File: src/cld_pkg.sv
package cld_pkg;
  // Magnitudes are in hundredths of nominal current (0.01 x In per LSB).
  localparam int MAG_W = 16;
  localparam int TMR_W = 32;
  localparam logic [MAG_W-1:0] LOW_DEF = 16'h0014;
  localparam logic [MAG_W-1:0] HIGH_DEF = 16'h0078;
  localparam logic [MAG_W-1:0] OVER_DEF = 16'h00c8;
  localparam int HYST_PCT = 97;
  // Timer settings in 5 ms steps.
  localparam int STEP_MS = 5;
  localparam logic [TMR_W-1:0] START_DELAY_TIME_DEF = 32'h0000_07d0;
  localparam logic [TMR_W-1:0] MAX_INRUSH_TIME_DEF = 32'h0000_1770;
  localparam logic [TMR_W-1:0] MIN_HOLD_TIME_DEF = 32'h0000_0008;
  localparam int CLK_HZ = 10000000;
  localparam int STEP_CYC = CLK_HZ / 1000 * STEP_MS;
  // AXI4-Lite map.
  localparam logic [7:0] A_MODE = 8'h00;
  localparam logic [7:0] A_LOW0 = 8'h04;
  localparam logic [7:0] A_HIGH0 = 8'h08;
  localparam logic [7:0] A_OVER0 = 8'h0c;
  localparam logic [7:0] A_LOW1 = 8'h10;
  localparam logic [7:0] A_HIGH1 = 8'h14;
  localparam logic [7:0] A_OVER1 = 8'h18;
  localparam logic [7:0] A_START_DELAY_TIME = 8'h1c;
  localparam logic [7:0] A_MAX_INRUSH_TIME = 8'h20;
  localparam logic [7:0] A_MIN_HOLD_TIME = 8'h24;
  localparam logic [7:0] A_STAT = 8'h28;
  localparam logic [7:0] A_IRQ = 8'h2c;
  localparam logic [7:0] A_MASK = 8'h30;
  localparam int MODE_LSB = 0;
  localparam int SIDE_BIT = 4;
  localparam int GRP_BIT = 8;
  typedef enum logic [2:0] {M_ON, M_BLOCKED, M_TEST, M_TESTBLK, M_OFF} cld_mode_t;
  typedef enum logic [2:0] {C_NORMAL, C_LOW, C_OVER, C_ACTIVE, C_BLOCKED} cld_cond_t;
  typedef struct packed {
    logic [MAG_W-1:0] a;
    logic [MAG_W-1:0] b;
    logic [MAG_W-1:0] c;
  } cld_phases_t;
  typedef struct packed {
    logic [MAG_W-1:0] low;
    logic [MAG_W-1:0] high;
    logic [MAG_W-1:0] over;
  } cld_thr_t;
endpackage

File: src/cld_top.sv
// Decided for this implementation: the AXI4-Lite interface to the registers and the placing of the registers.
`timescale 1ns/100ps
`default_nettype none
// Notes on behaviour
// - Only fundamental-frequency phase magnitudes are compared.
// - Each phase is compared against every threshold once per 5 ms program-cycle tick.
// - An active comparison releases only at 97 percent of its threshold.
// - One threshold value is shared by all three phases.
// - Pick-up occurs when any of the phases exceeds a threshold.
// - Cold-load arms only with all phases below low threshold.
// - High-current detection needs all phases above the high threshold.
// - Any phase above overcurrent drops the output immediately.
// - Five modes, default on, mode readable back.
// - Side select picks one of two measurement modules, default first.
// - Condition status reports one of five states, default normal.
// - Mode and side do not follow setting group.
// - Thresholds follow active group, switched live without restart.
// - Low current must persist start delay before output activates.
// - Output releases when max inrush timer expires above high threshold.
// - Output holds at least the minimum hold time after start ends.
// - Blocking at pick-up gives blocked indication and no activation.
module cld_top (
  input wire logic clk_sys,
  input wire logic resetn,
  input wire logic [7:0] s_axi_awaddr,
  input wire logic s_axi_awvalid,
  output logic s_axi_awready,
  input wire logic [31:0] s_axi_wdata,
  input wire logic [3:0] s_axi_wstrb,
  input wire logic s_axi_wvalid,
  output logic s_axi_wready,
  output logic [1:0] s_axi_bresp,
  output logic s_axi_bvalid,
  input wire logic s_axi_bready,
  input wire logic [7:0] s_axi_araddr,
  input wire logic s_axi_arvalid,
  output logic s_axi_arready,
  output logic [31:0] s_axi_rdata,
  output logic [1:0] s_axi_rresp,
  output logic s_axi_rvalid,
  input wire logic s_axi_rready,
  input wire cld_pkg::cld_phases_t side1_fundamental,
  input wire cld_pkg::cld_phases_t side2_fundamental,
  input wire logic block_in,
  output logic cold_load_active,
  output logic cold_load_blocked,
  output cld_pkg::cld_cond_t condition,
  output logic irq
);
  import cld_pkg::*;

  logic [2:0] mode_q;
  logic side_q, grp_q;
  cld_thr_t thr_q [2];
  logic [TMR_W-1:0] start_delay_time_q, max_inrush_time_q, min_hold_time_q;
  logic [2:0] sts_q, mask_q;
  logic aw_q, w_q;
  logic [7:0] awaddr_q;
  logic [31:0] wdata_q;
  logic [3:0] wstrb_q;
  logic blk_s1_q, blk_q;
  logic [2:0] ev_d;

  // Blocking input comes from outside the clock domain.
  always_ff @(posedge clk_sys or negedge resetn) begin
    if (!resetn) begin
      blk_s1_q <= 1'b0;
      blk_q <= 1'b0;
    end else begin
      blk_s1_q <= block_in;
      blk_q <= blk_s1_q;
    end
  end

  // Write channel: address and data are taken in either order.
  logic wr_go;
  assign wr_go = aw_q && w_q && !s_axi_bvalid;
  always_ff @(posedge clk_sys or negedge resetn) begin
    if (!resetn) begin
      aw_q <= 1'b0;
      w_q <= 1'b0;
      awaddr_q <= 8'h00;
      wdata_q <= 32'h0000_0000;
      wstrb_q <= 4'h0;
      s_axi_awready <= 1'b0;
      s_axi_wready <= 1'b0;
      s_axi_bvalid <= 1'b0;
      s_axi_bresp <= 2'b00;
    end else begin
      s_axi_awready <= !aw_q && !(s_axi_awvalid && s_axi_awready);
      s_axi_wready <= !w_q && !(s_axi_wvalid && s_axi_wready);
      if (s_axi_awvalid && s_axi_awready) begin
        aw_q <= 1'b1;
        awaddr_q <= s_axi_awaddr;
      end
      if (s_axi_wvalid && s_axi_wready) begin
        w_q <= 1'b1;
        wdata_q <= s_axi_wdata;
        wstrb_q <= s_axi_wstrb;
      end
      if (wr_go) begin
        s_axi_bvalid <= 1'b1;
        s_axi_bresp <= (awaddr_q[1:0] == 2'b00 && awaddr_q <= A_MASK && awaddr_q != A_STAT
                        && awaddr_q != A_IRQ) ? 2'b00 : 2'b10;
      end
      if (s_axi_bvalid && s_axi_bready) begin
        s_axi_bvalid <= 1'b0;
        aw_q <= 1'b0;
        w_q <= 1'b0;
      end
    end
  end

  function automatic logic [31:0] merge(input logic [31:0] old, input logic [31:0] nw,
                                        input logic [3:0] be);
    logic [31:0] r;
    r = old;
    for (int i = 0; i < 4; i++) begin
      if (be[i]) begin
        r[8*i +: 8] = nw[8*i +: 8];
      end
    end
    return r;
  endfunction

  // Settings; mode and side are static, thresholds are per setting group.
  always_ff @(posedge clk_sys or negedge resetn) begin
    if (!resetn) begin
      mode_q <= M_ON;
      side_q <= 1'b0;
      grp_q <= 1'b0;
      thr_q[0] <= '{low: LOW_DEF, high: HIGH_DEF, over: OVER_DEF};
      thr_q[1] <= '{low: LOW_DEF, high: HIGH_DEF, over: OVER_DEF};
      start_delay_time_q <= START_DELAY_TIME_DEF;
      max_inrush_time_q <= MAX_INRUSH_TIME_DEF;
      min_hold_time_q <= MIN_HOLD_TIME_DEF;
      mask_q <= 3'h0;
    end else if (wr_go) begin
      case (awaddr_q)
        A_MODE: begin
          if (wstrb_q[0] && wdata_q[2:0] <= 3'h4) begin
            mode_q <= wdata_q[MODE_LSB +: 3];
          end
          if (wstrb_q[0]) begin
            side_q <= wdata_q[SIDE_BIT];
          end
          if (wstrb_q[1]) begin
            grp_q <= wdata_q[GRP_BIT];
          end
        end
        A_LOW0: thr_q[0].low <= MAG_W'(merge({16'h0000, thr_q[0].low}, wdata_q, wstrb_q));
        A_HIGH0: thr_q[0].high <= MAG_W'(merge({16'h0000, thr_q[0].high}, wdata_q, wstrb_q));
        A_OVER0: thr_q[0].over <= MAG_W'(merge({16'h0000, thr_q[0].over}, wdata_q, wstrb_q));
        A_LOW1: thr_q[1].low <= MAG_W'(merge({16'h0000, thr_q[1].low}, wdata_q, wstrb_q));
        A_HIGH1: thr_q[1].high <= MAG_W'(merge({16'h0000, thr_q[1].high}, wdata_q, wstrb_q));
        A_OVER1: thr_q[1].over <= MAG_W'(merge({16'h0000, thr_q[1].over}, wdata_q, wstrb_q));
        A_START_DELAY_TIME: start_delay_time_q <= merge(start_delay_time_q, wdata_q, wstrb_q);
        A_MAX_INRUSH_TIME: max_inrush_time_q <= merge(max_inrush_time_q, wdata_q, wstrb_q);
        A_MIN_HOLD_TIME: min_hold_time_q <= merge(min_hold_time_q, wdata_q, wstrb_q);
        A_MASK: mask_q <= wdata_q[2:0];
        default: begin
        end
      endcase
    end
  end

  // Program-cycle tick every 5 ms; all detection steps advance on it.
  logic [31:0] tick_cnt_q;
  logic tick_q;
  always_ff @(posedge clk_sys or negedge resetn) begin
    if (!resetn) begin
      tick_cnt_q <= 32'h0000_0000;
      tick_q <= 1'b0;
    end else begin
      tick_q <= (tick_cnt_q == 32'(STEP_CYC - 1));
      tick_cnt_q <= (tick_cnt_q == 32'(STEP_CYC - 1)) ? 32'h0000_0000 : tick_cnt_q + 32'h1;
    end
  end

  // Comparators with 97 percent hysteresis, common threshold per level.
  cld_phases_t meas;
  cld_thr_t thr;
  assign meas = side_q ? side2_fundamental : side1_fundamental;
  assign thr = thr_q[grp_q];

  logic [2:0] above_low_q, above_high_q, above_over_q;
  logic [MAG_W-1:0] ph [3];
  assign ph[0] = meas.a;
  assign ph[1] = meas.b;
  assign ph[2] = meas.c;

  function automatic logic hyst(input logic act, input logic [MAG_W-1:0] m,
                                input logic [MAG_W-1:0] t);
    logic [MAG_W+7:0] m100, t97;
    m100 = (MAG_W+8)'(m) * (MAG_W+8)'(100);
    t97 = (MAG_W+8)'(t) * (MAG_W+8)'(HYST_PCT);
    return act ? (m100 > t97) : (m > t);
  endfunction

  always_ff @(posedge clk_sys or negedge resetn) begin
    if (!resetn) begin
      above_low_q <= 3'h0;
      above_high_q <= 3'h0;
      above_over_q <= 3'h0;
    end else if (tick_q) begin
      for (int i = 0; i < 3; i++) begin
        above_low_q[i] <= hyst(above_low_q[i], ph[i], thr.low);
        above_high_q[i] <= hyst(above_high_q[i], ph[i], thr.high);
        above_over_q[i] <= hyst(above_over_q[i], ph[i], thr.over);
      end
    end
  end

  logic all_low, all_high, any_over, between;
  assign all_low = (above_low_q == 3'h0);
  assign all_high = &above_high_q;
  assign any_over = |above_over_q;
  assign between = !all_low && !all_high;

  typedef enum logic [2:0] {S_IDLE, S_ARM, S_HOLD, S_INRUSH, S_BLOCKED} cld_state_t;
  cld_state_t st_q;
  logic [TMR_W-1:0] tmr_q;
  logic off_mode, blk_act;
  assign off_mode = (mode_q == M_OFF);
  assign blk_act = blk_q || mode_q == M_BLOCKED || mode_q == M_TESTBLK;

  always_ff @(posedge clk_sys or negedge resetn) begin
    if (!resetn) begin
      st_q <= S_IDLE;
      tmr_q <= '0;
    end else if (off_mode) begin
      st_q <= S_IDLE;
      tmr_q <= '0;
    end else if (tick_q) begin
      case (st_q)
        S_IDLE: begin
          tmr_q <= '0;
          if (all_low) begin
            st_q <= S_ARM;
          end
        end
        S_ARM: begin
          if (!all_low) begin
            st_q <= S_IDLE;
            tmr_q <= '0;
          end else if (tmr_q >= start_delay_time_q) begin
            st_q <= blk_act ? S_BLOCKED : S_HOLD;
            tmr_q <= '0;
          end else begin
            tmr_q <= tmr_q + 1'b1;
          end
        end
        S_HOLD: begin
          if (any_over || blk_act) begin
            st_q <= S_IDLE;
            tmr_q <= '0;
          end else if (all_high) begin
            st_q <= S_INRUSH;
            tmr_q <= '0;
          end else if (between && tmr_q >= min_hold_time_q) begin
            st_q <= S_IDLE;
            tmr_q <= '0;
          end else if (between) begin
            tmr_q <= tmr_q + 1'b1;
          end else begin
            tmr_q <= '0;
          end
        end
        S_INRUSH: begin
          if (any_over || blk_act) begin
            st_q <= S_IDLE;
            tmr_q <= '0;
          end else if (tmr_q >= max_inrush_time_q) begin
            st_q <= S_IDLE;
            tmr_q <= '0;
          end else if (!all_high) begin
            st_q <= S_HOLD;
            tmr_q <= '0;
          end else begin
            tmr_q <= tmr_q + 1'b1;
          end
        end
        S_BLOCKED: begin
          if (!all_low) begin
            st_q <= S_IDLE;
          end
        end
        default: st_q <= S_IDLE;
      endcase
    end
  end

  // Outputs and condition status.
  cld_cond_t cond_d;
  always_comb begin
    cond_d = C_NORMAL;
    if (off_mode) begin
      cond_d = C_NORMAL;
    end else if (st_q == S_BLOCKED) begin
      cond_d = C_BLOCKED;
    end else if (st_q == S_HOLD || st_q == S_INRUSH) begin
      cond_d = C_ACTIVE;
    end else if (any_over) begin
      cond_d = C_OVER;
    end else if (all_low) begin
      cond_d = C_LOW;
    end
  end

  assign ev_d = {st_q == S_BLOCKED && !cold_load_blocked,
                 (st_q != S_HOLD && st_q != S_INRUSH) && cold_load_active,
                 (st_q == S_HOLD || st_q == S_INRUSH) && !cold_load_active};

  always_ff @(posedge clk_sys or negedge resetn) begin
    if (!resetn) begin
      cold_load_active <= 1'b0;
      cold_load_blocked <= 1'b0;
      condition <= C_NORMAL;
    end else begin
      // The state falls back to idle one cycle after off mode starts, so gate here too.
      cold_load_active <= (st_q == S_HOLD || st_q == S_INRUSH) && !any_over
                          && !off_mode;
      cold_load_blocked <= (st_q == S_BLOCKED);
      condition <= cond_d;
    end
  end

  // Sticky events; a read of the event register (A_IRQ) clears, a new event wins.
  logic rd_sts;
  assign rd_sts = s_axi_arvalid && s_axi_arready && s_axi_araddr == A_IRQ;
  always_ff @(posedge clk_sys or negedge resetn) begin
    if (!resetn) begin
      sts_q <= 3'h0;
      irq <= 1'b0;
    end else begin
      sts_q <= (rd_sts ? 3'h0 : sts_q) | ev_d;
      irq <= |(((rd_sts ? 3'h0 : sts_q) | ev_d) & mask_q);
    end
  end

  // Read channel.
  logic [31:0] rd_d;
  always_comb begin
    rd_d = 32'h0000_0000;
    case (s_axi_araddr)
      A_MODE: rd_d = {23'h0, grp_q, 3'h0, side_q, 1'b0, mode_q};
      A_LOW0: rd_d = {16'h0, thr_q[0].low};
      A_HIGH0: rd_d = {16'h0, thr_q[0].high};
      A_OVER0: rd_d = {16'h0, thr_q[0].over};
      A_LOW1: rd_d = {16'h0, thr_q[1].low};
      A_HIGH1: rd_d = {16'h0, thr_q[1].high};
      A_OVER1: rd_d = {16'h0, thr_q[1].over};
      A_START_DELAY_TIME: rd_d = start_delay_time_q;
      A_MAX_INRUSH_TIME: rd_d = max_inrush_time_q;
      A_MIN_HOLD_TIME: rd_d = min_hold_time_q;
      A_STAT: rd_d = {22'h0, blk_q, cold_load_blocked, cold_load_active, 4'h0, condition};
      A_IRQ: rd_d = {29'h0, sts_q};
      A_MASK: rd_d = {29'h0, mask_q};
      default: rd_d = 32'h0000_0000;
    endcase
  end

  always_ff @(posedge clk_sys or negedge resetn) begin
    if (!resetn) begin
      s_axi_arready <= 1'b0;
      s_axi_rvalid <= 1'b0;
      s_axi_rdata <= 32'h0000_0000;
      s_axi_rresp <= 2'b00;
    end else begin
      s_axi_arready <= !s_axi_rvalid && !(s_axi_arvalid && s_axi_arready);
      if (s_axi_arvalid && s_axi_arready) begin
        s_axi_rvalid <= 1'b1;
        s_axi_rdata <= rd_d;
        s_axi_rresp <= (s_axi_araddr[1:0] == 2'b00 && s_axi_araddr <= A_MASK) ? 2'b00 : 2'b10;
      end else if (s_axi_rvalid && s_axi_rready) begin
        s_axi_rvalid <= 1'b0;
      end
    end
  end
endmodule
`default_nettype wire

File: config.mk
export PLATFORM = sky130hd
export DESIGN_NAME = cld_top
export DESIGN_NICKNAME = d
export VERILOG_FILES = /design/src/cld_pkg.sv /design/src/cld_top.sv
export SDC_FILE = /design/constraint.sdc
export NUM_CORES = 2
export LEC_CHECK = 0
export ABC_AREA = 1
export BUFFER_PORTS_ARGS = -buffer_cell sky130_fd_sc_hd__buf_2
export CAP_MARGIN = 10
export CORE_AREA = 2 2 268 270
export CTS_CLUSTER_DIAMETER = 60
export DETAILED_ROUTE_END_ITERATION = 7
export DIE_AREA = 0 0 270 272
export PLACE_DENSITY_LB_ADDON = 0.05
export SYNTH_ARGS = -nofsm -noshare
export SYNTH_HDL_FRONTEND = slang
export SYNTH_SLANG_ARGS = --single-unit
File: constraint.sdc
create_clock -name clk_sys -period 6.3 [get_ports clk_sys]
set_input_delay 1.89 -clock clk_sys [delete_from_list [all_inputs] [get_ports clk_sys]]
set_output_delay 1.89 -clock clk_sys [all_outputs]
set_load 0.005 [all_outputs]
### Word-level counts from Yosys, hierarchy flattened

Cells that the tools add are included.

| word-level totals | value |
|---|---|
| flip-flop bits (word level) | 375 |
| input bits | 156 |
| output and inout bits | 47 |

| cells by class | value |
|---|---|
| add/subtract/negate cells | 2 |
| multipliers | 6 |
| $lt $le $gt $ge | 25 |
| eq/ne operators | 39 |
| multiplexer cells | 57 |
| bitwise logic cells | 3 |
| reduce and logical (&&, ||, !) cells | 86 |

Operator list:

| cell | count |
|---|---|
| $pmux W32 S13 | 1 |
| $mux W32 | 12 |
| $gt A23 B23 Y1 | 9 |
| $mux W48 | 4 |
| $gt A16 B16 Y1 | 9 |
| $pmux W32 S4 | 1 |
| $ge A32 B32 Y1 | 3 |
| $reduce_and A3 Y1 | 28 |
| $mul A16 B7 Y23 const B | 3 |
| $add A32 B1 Y32 const B | 2 |
| $eq A8 B5 Y1 const B | 8 |
| $eq A8 B6 Y1 const B | 8 |
| $mul A16 B5 Y21 const B | 3 |
| $mux W3 | 16 |
| $eq A32 B16 Y1 const B | 1 |
| $eq A8 B4 Y1 const B | 4 |
| $logic_and A1 B1 Y1 | 24 |
| $mux W1 | 18 |
| $eq A8 B3 Y1 const B | 2 |
| $le A8 B6 Y1 const B | 2 |
| $logic_not A8 Y1 | 2 |
| $ne A8 B6 Y1 const B | 2 |
| $pmux W3 S5 | 1 |
| $logic_not A1 Y1 | 13 |
| 21 further kinds | 42 |

### Logic depth before layout (Yosys ltp)

| logic depth | value |
|---|---|
| word-level depth | 10 |
| mapped depth | 35 |

### Least setup slack after synthesis

OpenSTA, ideal clock, no wires.

| timing | value |
|---|---|
| kind | input -> register |
| start | in side2_fundamental[7] in the netlist's numbering |
| end | reg above_high_q[2] |
| setup time | 121 ps |
| arrival | 5715 ps |
| data required time | 6179 ps |
| path slack | 464 ps |
| stages | 23 |
| path buffers | 0 |
| path through | or2_2 -> o21ai_0 -> inv_1 -> ha_1 -> ha_1 -> inv_1 -> fa_1 -> inv_1 -> ha_1 -> a21o_1 -> a21oi_1 -> nand2_1 -> a31oi_1 -> o21bai_1 -> xor2_1 -> ha_1 -> nand2_1 -> nor3_1 -> nand2_1 -> nor3_1 -> nand4_1 -> nand2_1 -> a21oi_1 |

| on the way | value |
|---|---|
| word-level cells in the longest chain between the ends | 4 |
| elaborated cells between the ends (all ways) | 5 |
| classes of those cells | 1 x mul; 2 x order compare; 2 x mux |

RTL lines:

| element | RTL line | text |
|---|---|---|
| start: declaration | cld_top.sv:43 | `input wire cld_pkg::cld_phases_t side2_fundamental,` |
| $mux W48 (*) | cld_top.sv:183 | `assign meas = side_q ? side2_fundamental : side1_fundamental;` |
| $mul A16 B5 Y21 | cld_top.sv:195 | `m100 = (MAG_W+8)'(m) * (MAG_W+8)'(100);` |
| $gt A23 B23 Y1 | cld_top.sv:197 | `return act ? (m100 > t97) : (m > t);` |
| $mux W1 (*) | cld_top.sv:197 |  |
| end signal: indexed assignment | cld_top.sv:208 | `above_high_q[i] <= hyst(above_high_q[i], ph[i], thr.high);` |
| end: declaration | cld_top.sv:186 | `logic [2:0] above_low_q, above_high_q, above_over_q;` |

Every way passes the cells marked *; elsewhere a longest branch is shown, timed or not.
A chain may end at the register's enable or synchronous reset.

### Worst setup path in the final report

| timing | value |
|---|---|
| start | in side2_fundamental[39] in the netlist's numbering |
| end | reg above_low_q[0] |

| on the way | value |
|---|---|
| word-level cells in the longest chain between the ends | 4 |
| elaborated cells between the ends (all ways) | 5 |
| classes of those cells | 1 x mul; 2 x order compare; 2 x mux |

RTL lines:

| element | RTL line | text |
|---|---|---|
| $mux W48 (*) | cld_top.sv:183 |  |
| $mul A16 B5 Y21 | cld_top.sv:195 |  |
| $gt A23 B23 Y1 | cld_top.sv:197 |  |
| $mux W1 (*) | cld_top.sv:197 |  |
| end signal: indexed assignment | cld_top.sv:207 | `above_low_q[i] <= hyst(above_low_q[i], ph[i], thr.low);` |
| end: declaration | cld_top.sv:186 |  |

Marked as above.

==> results.json <==
{
  "ys_types": 63,
  "finalCritPeriodShare_pct": 92.6,
  "crit_start": "side2_fundamental[39]",
  "vias": 36900,
  "yosysTopAreaCell": "ha_1",
  "grt_pass1_wl_mm": 202,
  "synth_warnings": 0,
  "final_nets": 6618,
  "path_delay_family": "adder cells",
  "drt_first_pass_iters": 6,
  "core_area_sq_mm": 0.0708,
  "cts_sinks": 373,
  "syn_area_sq_mm": 0.0385,
  "wl_met3_mm": 8.63,
  "timing.critical_path.to": "above_low_q[0]$_DFFE_PN0P_",
  "diodes": 0,
  "grt_pass1_vias": 34400,
  "track_usage_pct": 35.8,
  "synth_ff_type": "dfrtp_1",
  "syn_inst": 5298,
  "layout-drive-gt1-share_pct": 10.6,
  "maxClockFrequency_ghz": 0.171,
  "start_kind": "primary input",
  "end_kind": "register",
  "r2r-start": "side_q$_DFFE_PN0P_",
  "cp.required_ps": 6760,
  "synth_edf_count": 0,
  "cts_resized": 0,
  "cts-root-buf": "clkbuf_16",
  "antenna_found_initial": 0,
  "min_path_type": "reg -> reg",
  "ys_ff_latch": 373,
  "grt_max_degree": 120,
  "met1_length_mm": 56.5,
  "critPathArrivalTime_ps": 6290,
  "synth.top_cell.area_share_pct": 24.5,
  "dieHeight_um": 272,
  "worst-path-stages": 25,
  "maxSlewHeadroom_pct": 28.8,
  "num_io_pins": 203,
  "worstMarginPinSlew_ps": 1070,
  "vias_per_cell": 5.57,
  "rr_worst_depth": 26,
  "clk-insertion-delay-late_ps": 610,
  "numCtsBuffers": 44,
  "rsz0062_at_grt": "false",
  "yosys-top-cells-count": "1402 x nand2_1, 840 x inv_1, 755 x ha_1",
  "setup_tns_ps": 0,
  "routed.top_layer": "met4",
  "area_delta_synth_final_pct": 12.8,
  "synth-seq-area-share_pct": 24.3,
  "yosysMostFrequentCell": "nand2_1",
  "initial_core_util_pct": 54.5,
  "dp_hpwl_mm": 108,
  "ctsLongestPathBuffers": 3,
  "clk_pin_slew_worst_paths_ps": 60,
  "finalSetupViolations": 0,
  "worstPathMaxFanout": 4,
  "drt_iter0_markers": 2951,
  "fill_cells": 6766,
  "critical_path_buf_inv_count": 5,
  "cts_hold_buf": 0,
  "slew_violations": 0,
  "r2r-end": "above_low_q[0]$_DFFE_PN0P_",
  "synthArstFlopShare_pct": 100,
  "max_cap_violations": 0,
  "final_antenna_net_count": 0,
  "slowest_stage": "fa_1",
  "finalCriticalPeriod_ps": 5830,
  "die_area_sq_mm": 0.0734,
  "worst-r2r-setup-slack_ps": 500,
  "totalWireLength_mm": 133,
  "hold_viol_final": 0,
  "met2WireLength_mm": 58.1,
  "status": "finished, final reports clean",
  "port_buffers": 200,
  "htree_levels": 2,
  "critPathKind": "in -> reg",
  "post_cts.repair.setup_buffers": 0,
  "finalClockSkew_ps": 39.6,
  "rows": 98,
  "critPathMaxStageDelay_ps": 490,
  "final_util_pct": 61.4,
  "synth_area_per_cell_sq_um": 7.27,
  "yosys-top-cells-area": "ha_1 25%, dfrtp_1 22%, nand2_1 14%",
  "die_w_um": 270,
  "wire_per_inst_um": 20.0,
  "cts_tree": "built",
  "drc_errors": 0,
  "place.gp.congestion": 1.04,
  "grt_remaining_overflow": 0
}
==> layout make-up <==
class                   count  area, sq um  area share (%)
repair buffers            397         2560            5.90
clock inverters            19          221           0.510
flip-flops and latches    373         9380            21.6
well taps                 950         1190            2.74
clock buffers              62         1290            2.97
inverters                 848         3180            7.32
multi-input cells        3986        25600            59.0
==> per-stage QoR <==
| stage | hold slack, ps | instances | area, sq um | worst slack (ps) |
|---|---|---|---|---|
| floorplan | 331 | 5299 | 38500 | 464 |
| global placement | 399 | 6554 | 41900 | 7.38 |
| detailed placement | 399 | 6554 | 41900 | -106 |
| CTS | 410 | 6635 | 43500 | 505 |
| global route | 409 | 6635 | 43500 | 98.9 |
| finish | 396 | 6635 | 43500 | 467 |
==> worst min-delay path by stage <==
stage,from,endpoint,slack [ps],cells past startpoint
after CTS,blk_s1_q$_DFF_PN0_,blk_q$_DFF_PN0_,410,0
final,blk_s1_q$_DFF_PN0_,blk_q$_DFF_PN0_,400,0
after detailed placement,blk_s1_q$_DFF_PN0_,blk_q$_DFF_PN0_,400,0
after global routing,blk_s1_q$_DFF_PN0_,blk_q$_DFF_PN0_,410,0
after floorplan,blk_s1_q$_DFF_PN0_,blk_q$_DFF_PN0_,330,0
after global placement,blk_s1_q$_DFF_PN0_,blk_q$_DFF_PN0_,400,0
==> worst register-to-register path: stages, from the launching register on <==
cell	delay, ps
dfrtp_2	400
clkinv_1	530
buf_12	400
or2_2	320
o21ai_0	120
inv_1	130
ha_1	310
ha_1	270
inv_1	50
fa_1	490
inv_1	40
ha_1	350
nand2_1	110
inv_1	40
a21oi_1	130
nand2_1	120
a31oi_1	270
o21bai_1	120
xor2_1	390
ha_1	260
nand4_1	90
nor3_1	190
nand4_1	130
nor3_1	170
nand3b_1	90
nand2_1	70
a21oi_1	50
==> routing by layer <==
metal / global-route usage [%] / up-vias
li1: - / 18200
met1: 46.6 / 17200
met2: 56.7 / 1244
met3: 4.61 / 328
met4: 22.0 / 0
met5: 0 / -
==> flip-flops by register name, summed over array words and instances (netlist names), 3 cells and up <==
signal,flops
above_high_q,3
above_low_q,3
above_over_q,3
awaddr_q,8
condition,3
mask_q,3
max_inrush_time_q,32
min_hold_time_q,32
mode_q,3
s_axi_rdata,32
st_q,3
start_delay_time_q,32
sts_q,3
thr_q,96
tick_cnt_q,32
tmr_q,32
wdata_q,32
wstrb_q,4
==> cells by family after synthesis <==
logic type               count (synthesis)  share of synthesized area, %
AND/OR/NAND/NOR                       2133                          23.2
buffers and inverters                  940                          9.20
AO/OA/AOI/OAI                          925                          13.2
adder cells (fa/ha/maj)                812                          27.5
flip-flops                             373                          24.3
XOR/XNOR                               114                          2.59
other                                    1                       0.00973
==> cells in the final DEF, fill, tap and decap left out, drive strengths merged, types with 4 or more instances in the layout <==
| cell | n |
|---|---|
| xor2 | 72 |
| xnor2 | 42 |
| nor2 | 299 |
| nor3 | 67 |
| dfstp | 32 |
| a21oi | 289 |
| fa | 57 |
| o21ai | 449 |
| o2111ai | 9 |
| a21boi | 5 |
| clkbuf | 62 |
| ha | 755 |
| o21bai | 14 |
| o21a | 11 |
| a211oi | 7 |
| nor4 | 26 |
| or2 | 40 |
| inv | 850 |
| a31o | 4 |
| buf | 397 |
| a21o | 13 |
| dfrtp | 341 |
| nand3 | 180 |
| o22ai | 44 |
| nand4 | 96 |
| o211ai | 15 |
| nand3b | 11 |
| a31oi | 29 |
| a221oi | 23 |
| nand2 | 1407 |
| clkinv | 12 |
Power is not shown: default switching activity piles up to over one toggle a cycle in this logic, so the estimate is an artifact.
